`config.mk`:
```
export PLATFORM = sky130hd
export DESIGN_NAME = emp_port
export DESIGN_NICKNAME = d
export VERILOG_FILES = /design/src/emp_pkg.sv /design/src/emp_arb_if.sv /design/src/emp_port.sv /design/src/emp_arbiter.sv
export SDC_FILE = /design/constraint.sdc
export NUM_CORES = 1
export LEC_CHECK = 0
export ABC_AREA = 1
export BUFFER_PORTS_ARGS = -buffer_cell sky130_fd_sc_hd__buf_2
export CAP_MARGIN = 15
export CORE_MARGIN = 2
export CORE_UTILIZATION = 50
export DETAILED_ROUTE_END_ITERATION = 8
export GPL_ROUTABILITY_DRIVEN = 0
export HOLD_SLACK_MARGIN = 0.03
export PLACE_DENSITY_LB_ADDON = 0.15
export SETUP_SLACK_MARGIN = 0.5
export SLEW_MARGIN = 5
export SYNTH_ARGS = -nofsm -noshare
export SYNTH_HDL_FRONTEND = slang
export SYNTH_HIERARCHICAL = 1
export SYNTH_SLANG_ARGS = --single-unit
```
`constraint.sdc`:
```
create_clock -name clk_sys -period 5.15 [get_ports clk_sys]
set_input_delay 0.515 -clock clk_sys [delete_from_list [all_inputs] [get_ports clk_sys]]
set_output_delay 0.515 -clock clk_sys [all_outputs]
set_load 0.05 [all_outputs]
```
`src/emp_pkg.sv`:
```
// package of constants and types for the external memory port
package emp_pkg;
	localparam int EMP_ADDR_W = 16;
	localparam int EMP_DATA_W = 24;
	// position of the wait/request select bit in the operating mode word
	localparam int EMP_MODE_WAIT_BIT = 7;
	localparam int EMP_MODE_W = 8;
	// reset values
	localparam logic [15:0] EMP_ADDR_RST = 16'h0000;
	localparam logic [23:0] EMP_DATA_RST = 24'h000000;
	// clock period and access time in ns, access length in cycles
	localparam int EMP_CLK_PERIOD_NS = 10;
	localparam int EMP_ACCESS_NS = 10;
	localparam int EMP_ACCESS_CYC =
		(EMP_ACCESS_NS + EMP_CLK_PERIOD_NS - 1) / EMP_CLK_PERIOD_NS;
	// memory space of a request
	typedef enum logic [1:0] {
		EMP_SP_PROG = 2'b00,
		EMP_SP_X = 2'b01,
		EMP_SP_Y = 2'b10,
		EMP_SP_VEC = 2'b11
	} emp_space_t;
	// port sequencer and arbiter states
	typedef enum logic [2:0] {
		EMP_ST_IDLE = 3'b000,
		EMP_ST_ACCESS = 3'b001,
		EMP_ST_RELEASE = 3'b010,
		EMP_ST_GRANT = 3'b011,
		EMP_ST_RECLAIM = 3'b100
	} emp_state_t;
endpackage : emp_pkg

```
`src/emp_arb_if.sv`:
```
// interface between the port sequencer and the bus-release arbiter
`timescale 1ns/10ps
interface emp_arb_if;
	logic idle; // sequencer between accesses (instruction boundary)
	logic req_mode; // request pin acts as bus request
	logic bus_req; // synchronous request, active high
	logic released; // port pins floated
	logic grant; // bus grant asserted
	logic hold; // arbiter forbids new accesses
	modport seq (output idle, output req_mode, output bus_req,
		input released, input grant, input hold);
	modport arb (input idle, input req_mode, input bus_req,
		output released, output grant, output hold);
endinterface : emp_arb_if

```
`src/emp_port.sv`:
```
// external memory port: access sequencer, pin drivers and their checks
// Notes on behaviour
// RULE1 - drive sixteen-bit address for external accesses
// RULE2 - address holds last value when idle
// RULE3 - address floats while bus granted
// RULE4 - twenty-four-bit two-way data bus
// RULE5 - data floats during grant or reset
// RULE6 - program select low per program access
// RULE7 - data select low per data access
// RULE8 - space select low Y, high X
// RULE9 - development mode vector fetch drives low
// RULE10 - outside master asserts active-low request
// RULE11 - release port after current instruction
// RULE12 - grant only after port released
// RULE13 - write strobe low per write, floats
// RULE14 - read strobe low per read, floats
// RULE15 - wait input stretches access when set
// RULE16 - hold grant until request drops
// RULE17 - never both selects in one access
`timescale 1ns/10ps
module emp_port
	import emp_pkg::*;
(
	// clock and reset
	input wire logic clk_sys,
	input wire logic rstn,
	// core access request
	input wire logic acc_req,
	input wire logic acc_write,
	input wire emp_space_t acc_space,
	input wire logic [15:0] acc_addr,
	input wire logic [23:0] acc_wdata,
	input wire logic instr_boundary,
	output logic acc_done,
	output logic [23:0] acc_rdata,
	// mode control
	input wire logic [7:0] operating_mode_reg,
	input wire logic dev_mode,
	// address bus
	output logic [15:0] ext_addr_o,
	output logic ext_addr_oe,
	// data bus
	input wire logic [23:0] ext_data_i,
	output logic [23:0] ext_data_o,
	output logic ext_data_oe,
	// strobes
	output logic prog_space_sel_n_o,
	output logic data_space_sel_n_o,
	output logic xy_sel_o,
	output logic rd_n_o,
	output logic wr_n_o,
	output logic ctl_oe,
	// request/wait and grant
	input wire logic bus_req_n,
	output logic bus_grant_n_o,
	output logic bus_grant_oe
);
	emp_arb_if arb_if(); // sequencer to arbiter link
	emp_state_t state_q; // access sequencer state
	logic wait_mode; // request pin acts as wait input
	logic req_low; // request/wait pin asserted
	logic start; // access begins this cycle
	logic stall; // wait input stretches the access
	logic drive; // port owned by this device
	emp_space_t space_q; // space of current access
	logic write_q; // direction of current access

	assign wait_mode = operating_mode_reg[EMP_MODE_WAIT_BIT];
	assign req_low = !bus_req_n; // RULE10
	assign arb_if.req_mode = !wait_mode;
	assign arb_if.bus_req = req_low;
	// boundary only counts once no access is running
	assign arb_if.idle = instr_boundary && (state_q == EMP_ST_IDLE);
	assign start = acc_req && (state_q == EMP_ST_IDLE) && !arb_if.hold;
	assign stall = wait_mode && req_low; // RULE15
	assign drive = !arb_if.released;

	// release and grant logic
	emp_arbiter u_arb (
		.clk_sys(clk_sys),
		.rstn(rstn),
		.arb(arb_if.arb)
	);

	// access sequencer: one cycle per access, more while wait held
	always_ff @(posedge clk_sys) begin
		if (!rstn) begin
			state_q <= EMP_ST_IDLE;
		end else begin
			unique case (state_q)
				EMP_ST_IDLE: begin
					if (start) begin
						state_q <= EMP_ST_ACCESS;
					end
				end
				EMP_ST_ACCESS: begin
					if (!stall) begin // RULE15
						state_q <= EMP_ST_IDLE;
					end
				end
				default: begin
					state_q <= EMP_ST_IDLE;
				end
			endcase
		end
	end

	// latch the access attributes at start
	always_ff @(posedge clk_sys) begin
		if (!rstn) begin
			space_q <= EMP_SP_PROG;
			write_q <= 1'b0;
		end else if (start) begin
			space_q <= acc_space;
			write_q <= acc_write;
		end
	end

	// address: updated only on a new access, held otherwise
	always_ff @(posedge clk_sys) begin
		if (!rstn) begin
			ext_addr_o <= EMP_ADDR_RST;
		end else if (start) begin
			ext_addr_o <= acc_addr; // RULE1 RULE2
		end
	end

	// write data out
	always_ff @(posedge clk_sys) begin
		if (!rstn) begin
			ext_data_o <= EMP_DATA_RST;
		end else if (start && acc_write) begin
			ext_data_o <= acc_wdata; // RULE4
		end
	end

	// output enables: all float in reset and while released
	always_ff @(posedge clk_sys) begin
		if (!rstn) begin
			ext_addr_oe <= 1'b0;
			ext_data_oe <= 1'b0;
			ctl_oe <= 1'b0;
		end else begin
			ext_addr_oe <= drive && !arb_if.hold; // RULE3 RULE11
			ctl_oe <= drive && !arb_if.hold; // RULE6 RULE7 RULE9 RULE13
			// data driven only during a write access
			ext_data_oe <= !arb_if.hold &&
				((start && acc_write) ||
				(state_q == EMP_ST_ACCESS && write_q && stall)); // RULE5
		end
	end

	// strobes: exactly one select per access
	always_ff @(posedge clk_sys) begin
		if (!rstn) begin
			prog_space_sel_n_o <= 1'b1;
			data_space_sel_n_o <= 1'b1;
			rd_n_o <= 1'b1;
			wr_n_o <= 1'b1;
			xy_sel_o <= 1'b1;
		end else if (start ||
			(state_q == EMP_ST_ACCESS && stall)) begin
			// new access, or stretch the running one
			if (start) begin
				prog_space_sel_n_o <= !(acc_space == EMP_SP_PROG); // RULE6 RULE17
				data_space_sel_n_o <= (acc_space == EMP_SP_PROG); // RULE7 RULE17
				rd_n_o <= acc_write; // RULE14
				wr_n_o <= !acc_write; // RULE13
				// Y and development-mode vector fetch drive low
				xy_sel_o <= !((acc_space == EMP_SP_Y) ||
					(acc_space == EMP_SP_VEC && dev_mode)); // RULE8 RULE9
			end
		end else begin
			prog_space_sel_n_o <= 1'b1;
			data_space_sel_n_o <= 1'b1;
			rd_n_o <= 1'b1;
			wr_n_o <= 1'b1;
		end
	end

	// read data capture and completion pulse at end of access
	always_ff @(posedge clk_sys) begin
		if (!rstn) begin
			acc_done <= 1'b0;
			acc_rdata <= EMP_DATA_RST;
		end else begin
			acc_done <= (state_q == EMP_ST_ACCESS) && !stall;
			if (state_q == EMP_ST_ACCESS && !stall && !write_q) begin
				acc_rdata <= ext_data_i; // RULE4
			end
		end
	end

	// grant pin, driven only while the request role is active
	always_ff @(posedge clk_sys) begin
		if (!rstn) begin
			bus_grant_n_o <= 1'b1;
			bus_grant_oe <= 1'b0;
		end else begin
			bus_grant_n_o <= !arb_if.grant; // RULE12 RULE16
			bus_grant_oe <= !wait_mode;
		end
	end
endmodule // emp_port

```
`src/emp_arbiter.sv`:
```
// bus release arbiter: release, grant, wait for request drop, reclaim
`timescale 1ns/10ps
module emp_arbiter
	import emp_pkg::*;
(
	// clock and reset
	input wire logic clk_sys,
	input wire logic rstn,
	// link to the sequencer
	emp_arb_if.arb arb
);
	emp_state_t state_q; // arbiter state

	// release at an instruction boundary, grant one cycle later
	always_ff @(posedge clk_sys) begin
		if (!rstn) begin
			state_q <= EMP_ST_IDLE;
		end else begin
			unique case (state_q)
				EMP_ST_IDLE: begin
					if (arb.req_mode && arb.bus_req && arb.idle) begin // RULE11
						state_q <= EMP_ST_RELEASE;
					end
				end
				EMP_ST_RELEASE: begin
					state_q <= EMP_ST_GRANT; // RULE12
				end
				EMP_ST_GRANT: begin
					// hold grant until the request drops
					if (!arb.bus_req || !arb.req_mode) begin // RULE16
						state_q <= EMP_ST_RECLAIM;
					end
				end
				EMP_ST_RECLAIM: begin
					// grant withdrawn one cycle before pins drive again
					state_q <= EMP_ST_IDLE; // RULE16
				end
				EMP_ST_ACCESS: begin
					state_q <= EMP_ST_IDLE;
				end
			endcase
		end
	end

	assign arb.released = (state_q != EMP_ST_IDLE);
	assign arb.grant = (state_q == EMP_ST_GRANT);
	// block a new access as soon as a release is decided
	assign arb.hold = (state_q != EMP_ST_IDLE) ||
		(arb.req_mode && arb.bus_req && arb.idle);
endmodule // emp_arbiter

```
* After elaboration in Yosys (flattened, before gate mapping)
Index checks and enable logic that the tools add are counted.
Word-level totals: flip-flop bits (word level) 81, bits in latches 0, bits in writable memories 0, ROM bits 0, input port bits 81, logic and storage cells 72, memories kept 0
Cells by class: add/sub/neg operators 0, $mul 0, div/mod/pow operators 0, order comparisons 0, equal/unequal tests 11, shift operators 0, multiplexer cells 6, bitwise logic cells 0, reductions and logical operators 39
Operators by type and width (count):
- $logic_and A1 B1 Y1 | 15
- $mux W3 | 4
- $pmux W3 S4 | 1
- $logic_not A1 Y1 | 10
- $reduce_and A2 Y1 | 4
- $eq A3 B1 Y1 const B | 2
- $eq A3 B2 Y1 const B | 2
- $logic_not A3 Y1 | 2
- $pmux W3 S2 | 1
- $logic_or A1 B1 Y1 | 5
- $eq A2 B2 Y1 const B | 2
- $ne A2 B1 Y1 const B | 2
- $ne A2 B2 Y1 const B | 2
- $eq A3 B3 Y1 const B | 1
- $reduce_bool A3 Y1 | 1
- $logic_not A2 Y1 | 1
- $reduce_or A2 Y1 | 1

* Logic depth before layout (Yosys ltp)
Gate-level depths: netlist (run 1).
depth after elaboration 9, gate-level depth with buffers 11, depth with buffers taken out 10

* Modules after synthesis
Netlist (run 1), hierarchy kept.
By module, submodules not included:
- emp_port | instances 1, cells an instance 536, area an instance 3460.8 µm², seq. area each 1521.5 µm²
- emp_arbiter | instances 1, cells an instance 25, area an instance 177.7 µm², seq. area each 60.1 µm²

* Least setup slack after synthesis (run 1)
OpenSTA, ideal clock, no wires.
path kind register -> register, start register state_q[0] (netlist name), end register ext_addr_o[10], setup time 0.116 ns, data arrival time 1.688 ns, data required time 5.034 ns, path slack 3.346 ns, cell stages (with the launch flop) 11, clock period less this slack 1.804 ns, cells stage by stage dfxtp_1 -> buf_2 -> buf_2 -> nor2_1 -> nand3_1 -> nand3_4 -> nor2_4 -> nand2_2 -> clkbuf_1 -> o21ai_0 -> nor2_1
RTL lines:
- to (signal assigned) | RTL line emp_port.sv:124 | ext_addr_o <= acc_addr;
- to (decl) | RTL line emp_port.sv:40 | output logic [15:0] ext_addr_o,

* Final worst setup path (run 1)
start register u_arb.state_q[1], end register data_space_sel_n_o
On the way: word-level cells in the longest chain between the ends 6
RTL lines:
- from (decl) | RTL line emp_arbiter.sv:12 | emp_state_t state_q;
- from (signal assigned) | RTL line emp_arbiter.sv:17 | state_q <= EMP_ST_IDLE;
- from (signal assigned) | RTL line emp_arbiter.sv:22 | state_q <= EMP_ST_RELEASE;
- from (signal assigned) | RTL line emp_arbiter.sv:26 | state_q <= EMP_ST_GRANT;
- $reduce_bool A3 Y1 * | RTL line emp_arbiter.sv:48 | assign arb.hold = (state_q != EMP_ST_IDLE) ||
- $logic_or A1 B1 Y1 * | RTL line emp_arbiter.sv:48
- named net arb_if.hold | RTL line emp_arb_if.sv:9 | logic hold;
- $logic_not A1 Y1 * | RTL line emp_port.sv:74 | assign start = acc_req && (state_q == EMP_ST_IDLE) && !arb_if.hold;
- $logic_and A1 B1 Y1 * | RTL line emp_port.sv:74
- $logic_or A1 B1 Y1 | RTL line emp_port.sv:161 | end else if (start ||
- $reduce_and A2 Y1 (no source line)
- to (signal assigned) | RTL line emp_port.sv:166 | data_space_sel_n_o <= (acc_space == EMP_SP_PROG);
- to (decl) | RTL line emp_port.sv:48 | output logic data_space_sel_n_o,
The timed path passes the listed nets; every way through them passes the cells marked *. A chain may end at the register's enable or synchronous reset.

==> impl_metrics.csv, run 1 <==
group,metric,value,unit
worst_setup_path,critical_path_arrival,2.44,ns
layout,antenna_cells,0,
clock_network,cts.sinks,79,
die,fp-row-count,31,
yosys,synth_area_leader_cell,"dfxtp_1",
pwr,power,1.58,mW
placement,dp_slack,2.61,ns
route,drt_first_pass_iters,4,
layout,layout_commonest_cell,"inv_1",
yosys,yosysSeqAreaShare,43.5,%
clock_network,cts_root_buffer,"clkbuf_8",
worst_setup_path,crit_path_start_kind,"flop",
sta,rsz0062_at_grt,"no",
layout,final_cell_count_no_fill,796,
clock_network,clock_latency,0.34,ns
placement,dpl-instance-area,0.00438,mm2
layout,fin_nets,773,
outcome,status,"completed",
route,drt_iter0_drc,117,
die,coreArea,0.00714,mm2
placement,hpwl,5620,um
yosys,synth.top_cells.by_area,"dfxtp_1, inv_1, nand2_1",
layout,fillers,700,
sta,fmax,452,MHz
clock_network,cts.hold.buffers_added,0,
placement,portBuffers,148,
clock_network,cts_tree,"yes",
route,drc_errors,0,
clock_network,cts_max_level,3,
yosys,syn_inst,561,
sta,worst_slack,2.94,ns
die,die_height,89.3,um
die,start_util,51.0,%
global_route,gr-total-overflow,0,
worst_setup_path,worst_ep_required_time,5.38,ns
die,die_area,0.00798,mm2
route,dr_total_vias,3522,
route,ant_nets,0,
yosys,ys_warn_count,6,
yosys,syn_area_per_cell,6.49,um2
route,routedWlPerCell,10.4,um
global_route,track_usage,20.7,%
global_route,antenna_found_initial,0,
layout,finish.instance_area,0.00456,mm2
sta,drv_slew,0,
min_path,hp-class,"in -> reg",
sta,setup_viol,0,
sta,worst_pin_slew,0.929,ns
clock_network,cts.path.max_buffers,2,
die,ios,156,
sta,fin_tns_setup,0,ns
yosys,synth-seq-cells,79,
worst_setup_path,endpoint_kind,"flop",
worst_setup_path,setup.worst_path.class,"reg -> reg",
yosys,synth_fp_nets,642,
layout,layout_common_cells,"inv_1, buf_2, nand2_1, nor2_1, dfxtp_1",
global_route,grt_pass1_wl,13200,um
die,die_w,89.3,um
route,wl,8270,um
yosys,synthDominantCellAreaShare,43.5,%
worst_setup_path,critical_path.max_fanout,27,
clock_network,clk_pin_slew,0.08,ns
sta,period_share,43.0,%
layout,drive_gt1_share,25.5,%
sta,finClkSkew,0.00726,ns
sta,relSlewSlack,37.9,%
sta,min_period,2.21,ns
global_route,grt_pass1_vias,3135,
yosys,netlist_area,0.00364,mm2
clock_network,cts_buffers,9,
clock_network,post_cts.repair.setup_buffers,0,
clock_network,cts-resized-gates,0,
yosys,ys_types,19,
run,cap_violations,0,
global_route,grt_max_degree,37,
layout,area_delta_synth_final,25.4,%
pwr,p_leak,2.70,nW
pwr,power_density,345,mW/mm2
route,avgViaCountPerCell,4.42,
placement,dp_cells,780,
pwr,ir_drop,0.180,mV
sta,hold_viol_final,0,
## per-layer routing
layer / GRT usage [%] / wire [um]
met4: 8.41 / 132
met2: 35.6 / 3910
met1: 24.2 / 3650
met5: 0 / 0
met3: 5.82 / 576
## registers in the layout, summed over array words and instances (netlist names)
register,count
bus_grant_n_o,1
state_q,1
acc_rdata,24
rd_n_o,1
bus_grant_oe,1
ext_addr_o,16
wr_n_o,1
u_arb/state_q,3
ctl_oe,1
data_space_sel_n_o,1
write_q,1
ext_data_oe,1
xy_sel_o,1
acc_done,1
prog_space_sel_n_o,1
ext_data_o,24
## worst max-delay path: stages (launching register included)
cell	delay, ns
dfxtp_1	0.34
nor2_2	0.20
nand3_4	0.13
nor2_4	0.50
nand2_2	0.42
a21oi_1	0.40
nand2_1	0.09
## final timing paths
path / startpoint / endpoint / slack, ns / depth (start not counted)
hold / removal: operating_mode_reg[7] / bus_grant_oe / 0.40 / 2
hold reg to reg: xy_sel_o / xy_sel_o / 0.47 / 2
setup reg to reg: u_arb/state_q[1] / data_space_sel_n_o / 2.94 / 6
setup / recovery: u_arb/state_q[1] / data_space_sel_n_o / 2.94 / 6
## kinds of logic (layout without fill, tap and decap cells)
family,Yosys count,after routing,share of synthesized area (%)
flip-flops,79,79,43.5
AND/OR/NAND/NOR,272,272,33.3
buffers and inverters,188,324,20.2
AO/OA/AOI/OAI,22,22,3.03
## power by group
| part | internal [mW] | switching [mW] | leakage (nW) |
|---|---|---|---|
| Sequential | 0.664 | 0.0247 | 0.648 |
| Clock | 0.202 | 0.224 | 0.0809 |
| Combinational | 0.118 | 0.343 | 1.97 |
| Total | 0.984 | 0.592 | 2.70 |
## Yosys cell counts (all sizes together)
cell type / instances
nand4: 50
nand3: 9
nand2: 121
o21ai: 18
buf: 22
a21oi: 4
or2: 1
dfxtp: 79
clkbuf: 8
inv: 158
nor2: 91
## cell type report
class                   instances  area, um2  area share [%]
flip-flops and latches         79       1580            34.7
multi-input cells             294       1320            29.0
inverters                     158        593            13.0
clock inverters                 4       30.0           0.658
repair buffers                150        756            16.6
well taps                      99        124            2.72
clock buffers                  12        155            3.40
## through the flow
step	util, %	hold WS (ns)
4_1_cts	63.9	0.384
3_5_place_dp	61.3	0.454
2_1_floorplan	-	0.465
6_report	63.9	0.404
3_3_place_gp	61.3	0.451
5_1_grt	63.9	0.408
(Power assumes the default switching activity.)
==> run 2, diff against run 1 <==
- CORE_UTILIZATION: 50 -> 43
- clock period: 5.15 -> 1.84 ns (I/O delays scaled with it)
==> run 2 against run 1 <==
Critical path type unchanged. Final cell count up 2.9%. Final area rose by 6.8%. Sequential power rose to 2.8 times the previous value. Non-clock buffer count grew 13. Highest routed layer unchanged. Setup slack got worse by 2.5 ns. Critical path depth increased by 1. Critical endpoint unchanged. Hold slack lost 0.34 ns.
==> impl_metrics.csv, run 2 (synthesis gave the netlist of run 1 again) <==
group,metric,value,unit
outcome,status,"completed",
route,avgViaCountPerCell,4.43,
route,drt_first_pass_iters,4,
worst_setup_path,crit_path_start_kind,"flop",
min_path,min_path_cells,3,
clock_network,cts.path.max_buffers,2,
sta,min_period,1.40,ns
sta,setup_viol,0,
placement,dpl-instance-area,0.00446,mm2
global_route,grt_pass1_wl,14600,um
sta,timing.hold.ws,0.0666,ns
min_path,hold-path-endpoint,"ext_addr_o[4]",
worst_setup_path,worst_ep_required_time,2.08,ns
global_route,grt_max_degree,30,
placement,hpwl,6000,um
worst_setup_path,critical_path.max_fanout,7,
sta,worst_pin_slew,0.525,ns
clock_network,clk_pin_slew,0.08,ns
global_route,gr-total-overflow,0,
layout,layout_commonest_cell,"inv_1",
route,top_layer,"met4",
layout,layout_common_cells,"inv_1, buf_2, nand2_1, nor2_1, dfxtp_1",
layout,drive_gt1_share,29.8,%
clock_network,cts_buffers,9,
sta,period_share,76.2,%
route,ant_nets,0,
worst_setup_path,endpoint_kind,"flop",
sta,drv_slew,0,
global_route,antenna_found_initial,0,
run,cap_violations,0,
clock_network,cts.sinks,79,
sta,relSlewSlack,65.0,%
worst_setup_path,rrSetupSlack,0.44,ns
die,ios,156,
worst_setup_path,worstRegToRegCells,7,
worst_setup_path,r2r_end,"data_space_sel_n_o",
die,coreArea,0.00822,mm2
route,drt_iter0_drc,83,
worst_setup_path,setup.worst_path.class,"reg -> reg",
sta,rsz0062_at_grt,"yes",
sta,hold_viol_final,0,
pwr,power_density,952,mW/mm2
die,fp-row-count,33,
route,wl,9090,um
worst_setup_path,worst_path_max_delay_cell,"dfxtp_2",
die,die_height,96.0,um
worst_setup_path,critPathMostFrequentCell,"nor2_4",
die,die_area,0.00921,mm2
min_path,hp-start,"acc_addr[4]",
pwr,p_leak,2.82,nW
clock_network,clock_latency,0.35,ns
worst_setup_path,crit_chain,"nor2_4 > nand3_4 > nor2_4 > buf_12 > nand2_8 > a21oi_4 > nand2_1",
layout,utilization,59.3,%
layout,finish.instance_area,0.00487,mm2
pwr,ir_drop,0.532,mV
die,die_w,96.0,um
die,start_util,44.3,%
worst_setup_path,critical_path.max_stage_delay,0.35,ns
worst_setup_path,r2r-start,"u_arb/state_q[0]",
route,routedWlPerCell,11.1,um
route,dr_total_vias,3630,
layout,seq_area,0.00159,mm2
layout,area_delta_synth_final,33.9,%
worst_setup_path,critical_path_arrival,1.65,ns
layout,antenna_cells,0,
global_route,track_usage,20.1,%
clock_network,cts_max_level,3,
sta,finClkSkew,0.00674,ns
placement,portBuffers,148,
layout,fin_nets,791,
global_route,grt_pass1_vias,3397,
worst_setup_path,crit_family,"simple AND/OR/NAND/NOR gates",
route,wl_met3,691,um
route,route.met2.wl,4240,um
pwr,power,4.64,mW
layout,fillers,809,
sta,fmax,714,MHz
clock_network,cts_tree,"yes",
layout,reg.largest.list,"acc_rdata (24), ext_data_o (24), ext_addr_o (16)",
worst_setup_path,critPathBufInv,1,
layout,multiInputGateArea,0.00147,mm2
min_path,hp-class,"in -> reg",
clock_network,cts_root_buffer,"clkbuf_8",
sta,fin_tns_setup,0,ns
route,wl_met1,4050,um
route,drc_errors,0,
-- run 2: worst max-delay path by stage --
| stage | startpoint | end | cells past startpoint |
|---|---|---|---|
| 2_1_floorplan | state_q[0] | ext_addr_o[10] | 10 |
| 3_3_place_gp | u_arb/state_q[1] | wr_n_o | 6 |
| 3_5_place_dp | u_arb/state_q[1] | data_space_sel_n_o | 6 |
| 4_1_cts | state_q[0] | prog_space_sel_n_o | 9 |
| 5_1_grt | u_arb/state_q[0] | ext_data_o[22] | 8 |
| 6_report | u_arb/state_q[0] | data_space_sel_n_o | 7 |
-- run 2: power breakdown --
group | internal [mW] | leakage, nW | total, mW | switching (mW)
Sequential | 1.86 | 0.649 | 1.93 | 0.0712
Clock | 0.613 | 0.0871 | 1.24 | 0.630
Combinational | 0.426 | 2.09 | 1.47 | 1.04
Total | 2.90 | 2.82 | 4.64 | 1.74
-- run 2: final cells by class --
type	instances	share of cell area, %
clock buffer	9	2.54
clock inverter	6	1.28
inverter	158	12.4
multi-input combinational	299	30.1
sequential	79	32.5
tap	105	2.70
timing repair buffer	163	18.4
-- run 2: per-stage QoR --
step / instances / setup slack [ns]
6_report: 819 / 0.438
5_1_grt: 819 / 0.372
4_1_cts: 815 / 0.467
3_5_place_dp: 794 / 0.169
3_3_place_gp: 794 / 0.262
2_1_floorplan: 561 / 0.234
-- run 2: worst reg2reg max path, delay by kind of cell, from the launching register on --
kind	cells	cell delay, ns
AO/OA/AOI/OAI	1	0.23
buffers and inverters	1	0.16
flip-flops	1	0.35
AND/OR/NAND/NOR	5	0.55
-- run 2: what timing repair did --
action	4_1_cts	5_1_grt
buffers inserted	3	1
resized for setup	10	15
setup endpoints to repair	48	47
hold buffers	0	0
pin swaps	6	2
endpoints found under the hold margin	0	0
gates cloned	3	3
-- run 2: routing by layer --
| layer | track usage, % | up-vias |
|---|---|---|
| met5 | 0 | - |
| met4 | 6.67 | 0 |
| met3 | 6.42 | 11 |
| met2 | 35.0 | 101 |
| met1 | 23.1 | 1571 |
| li1 | - | 1947 |
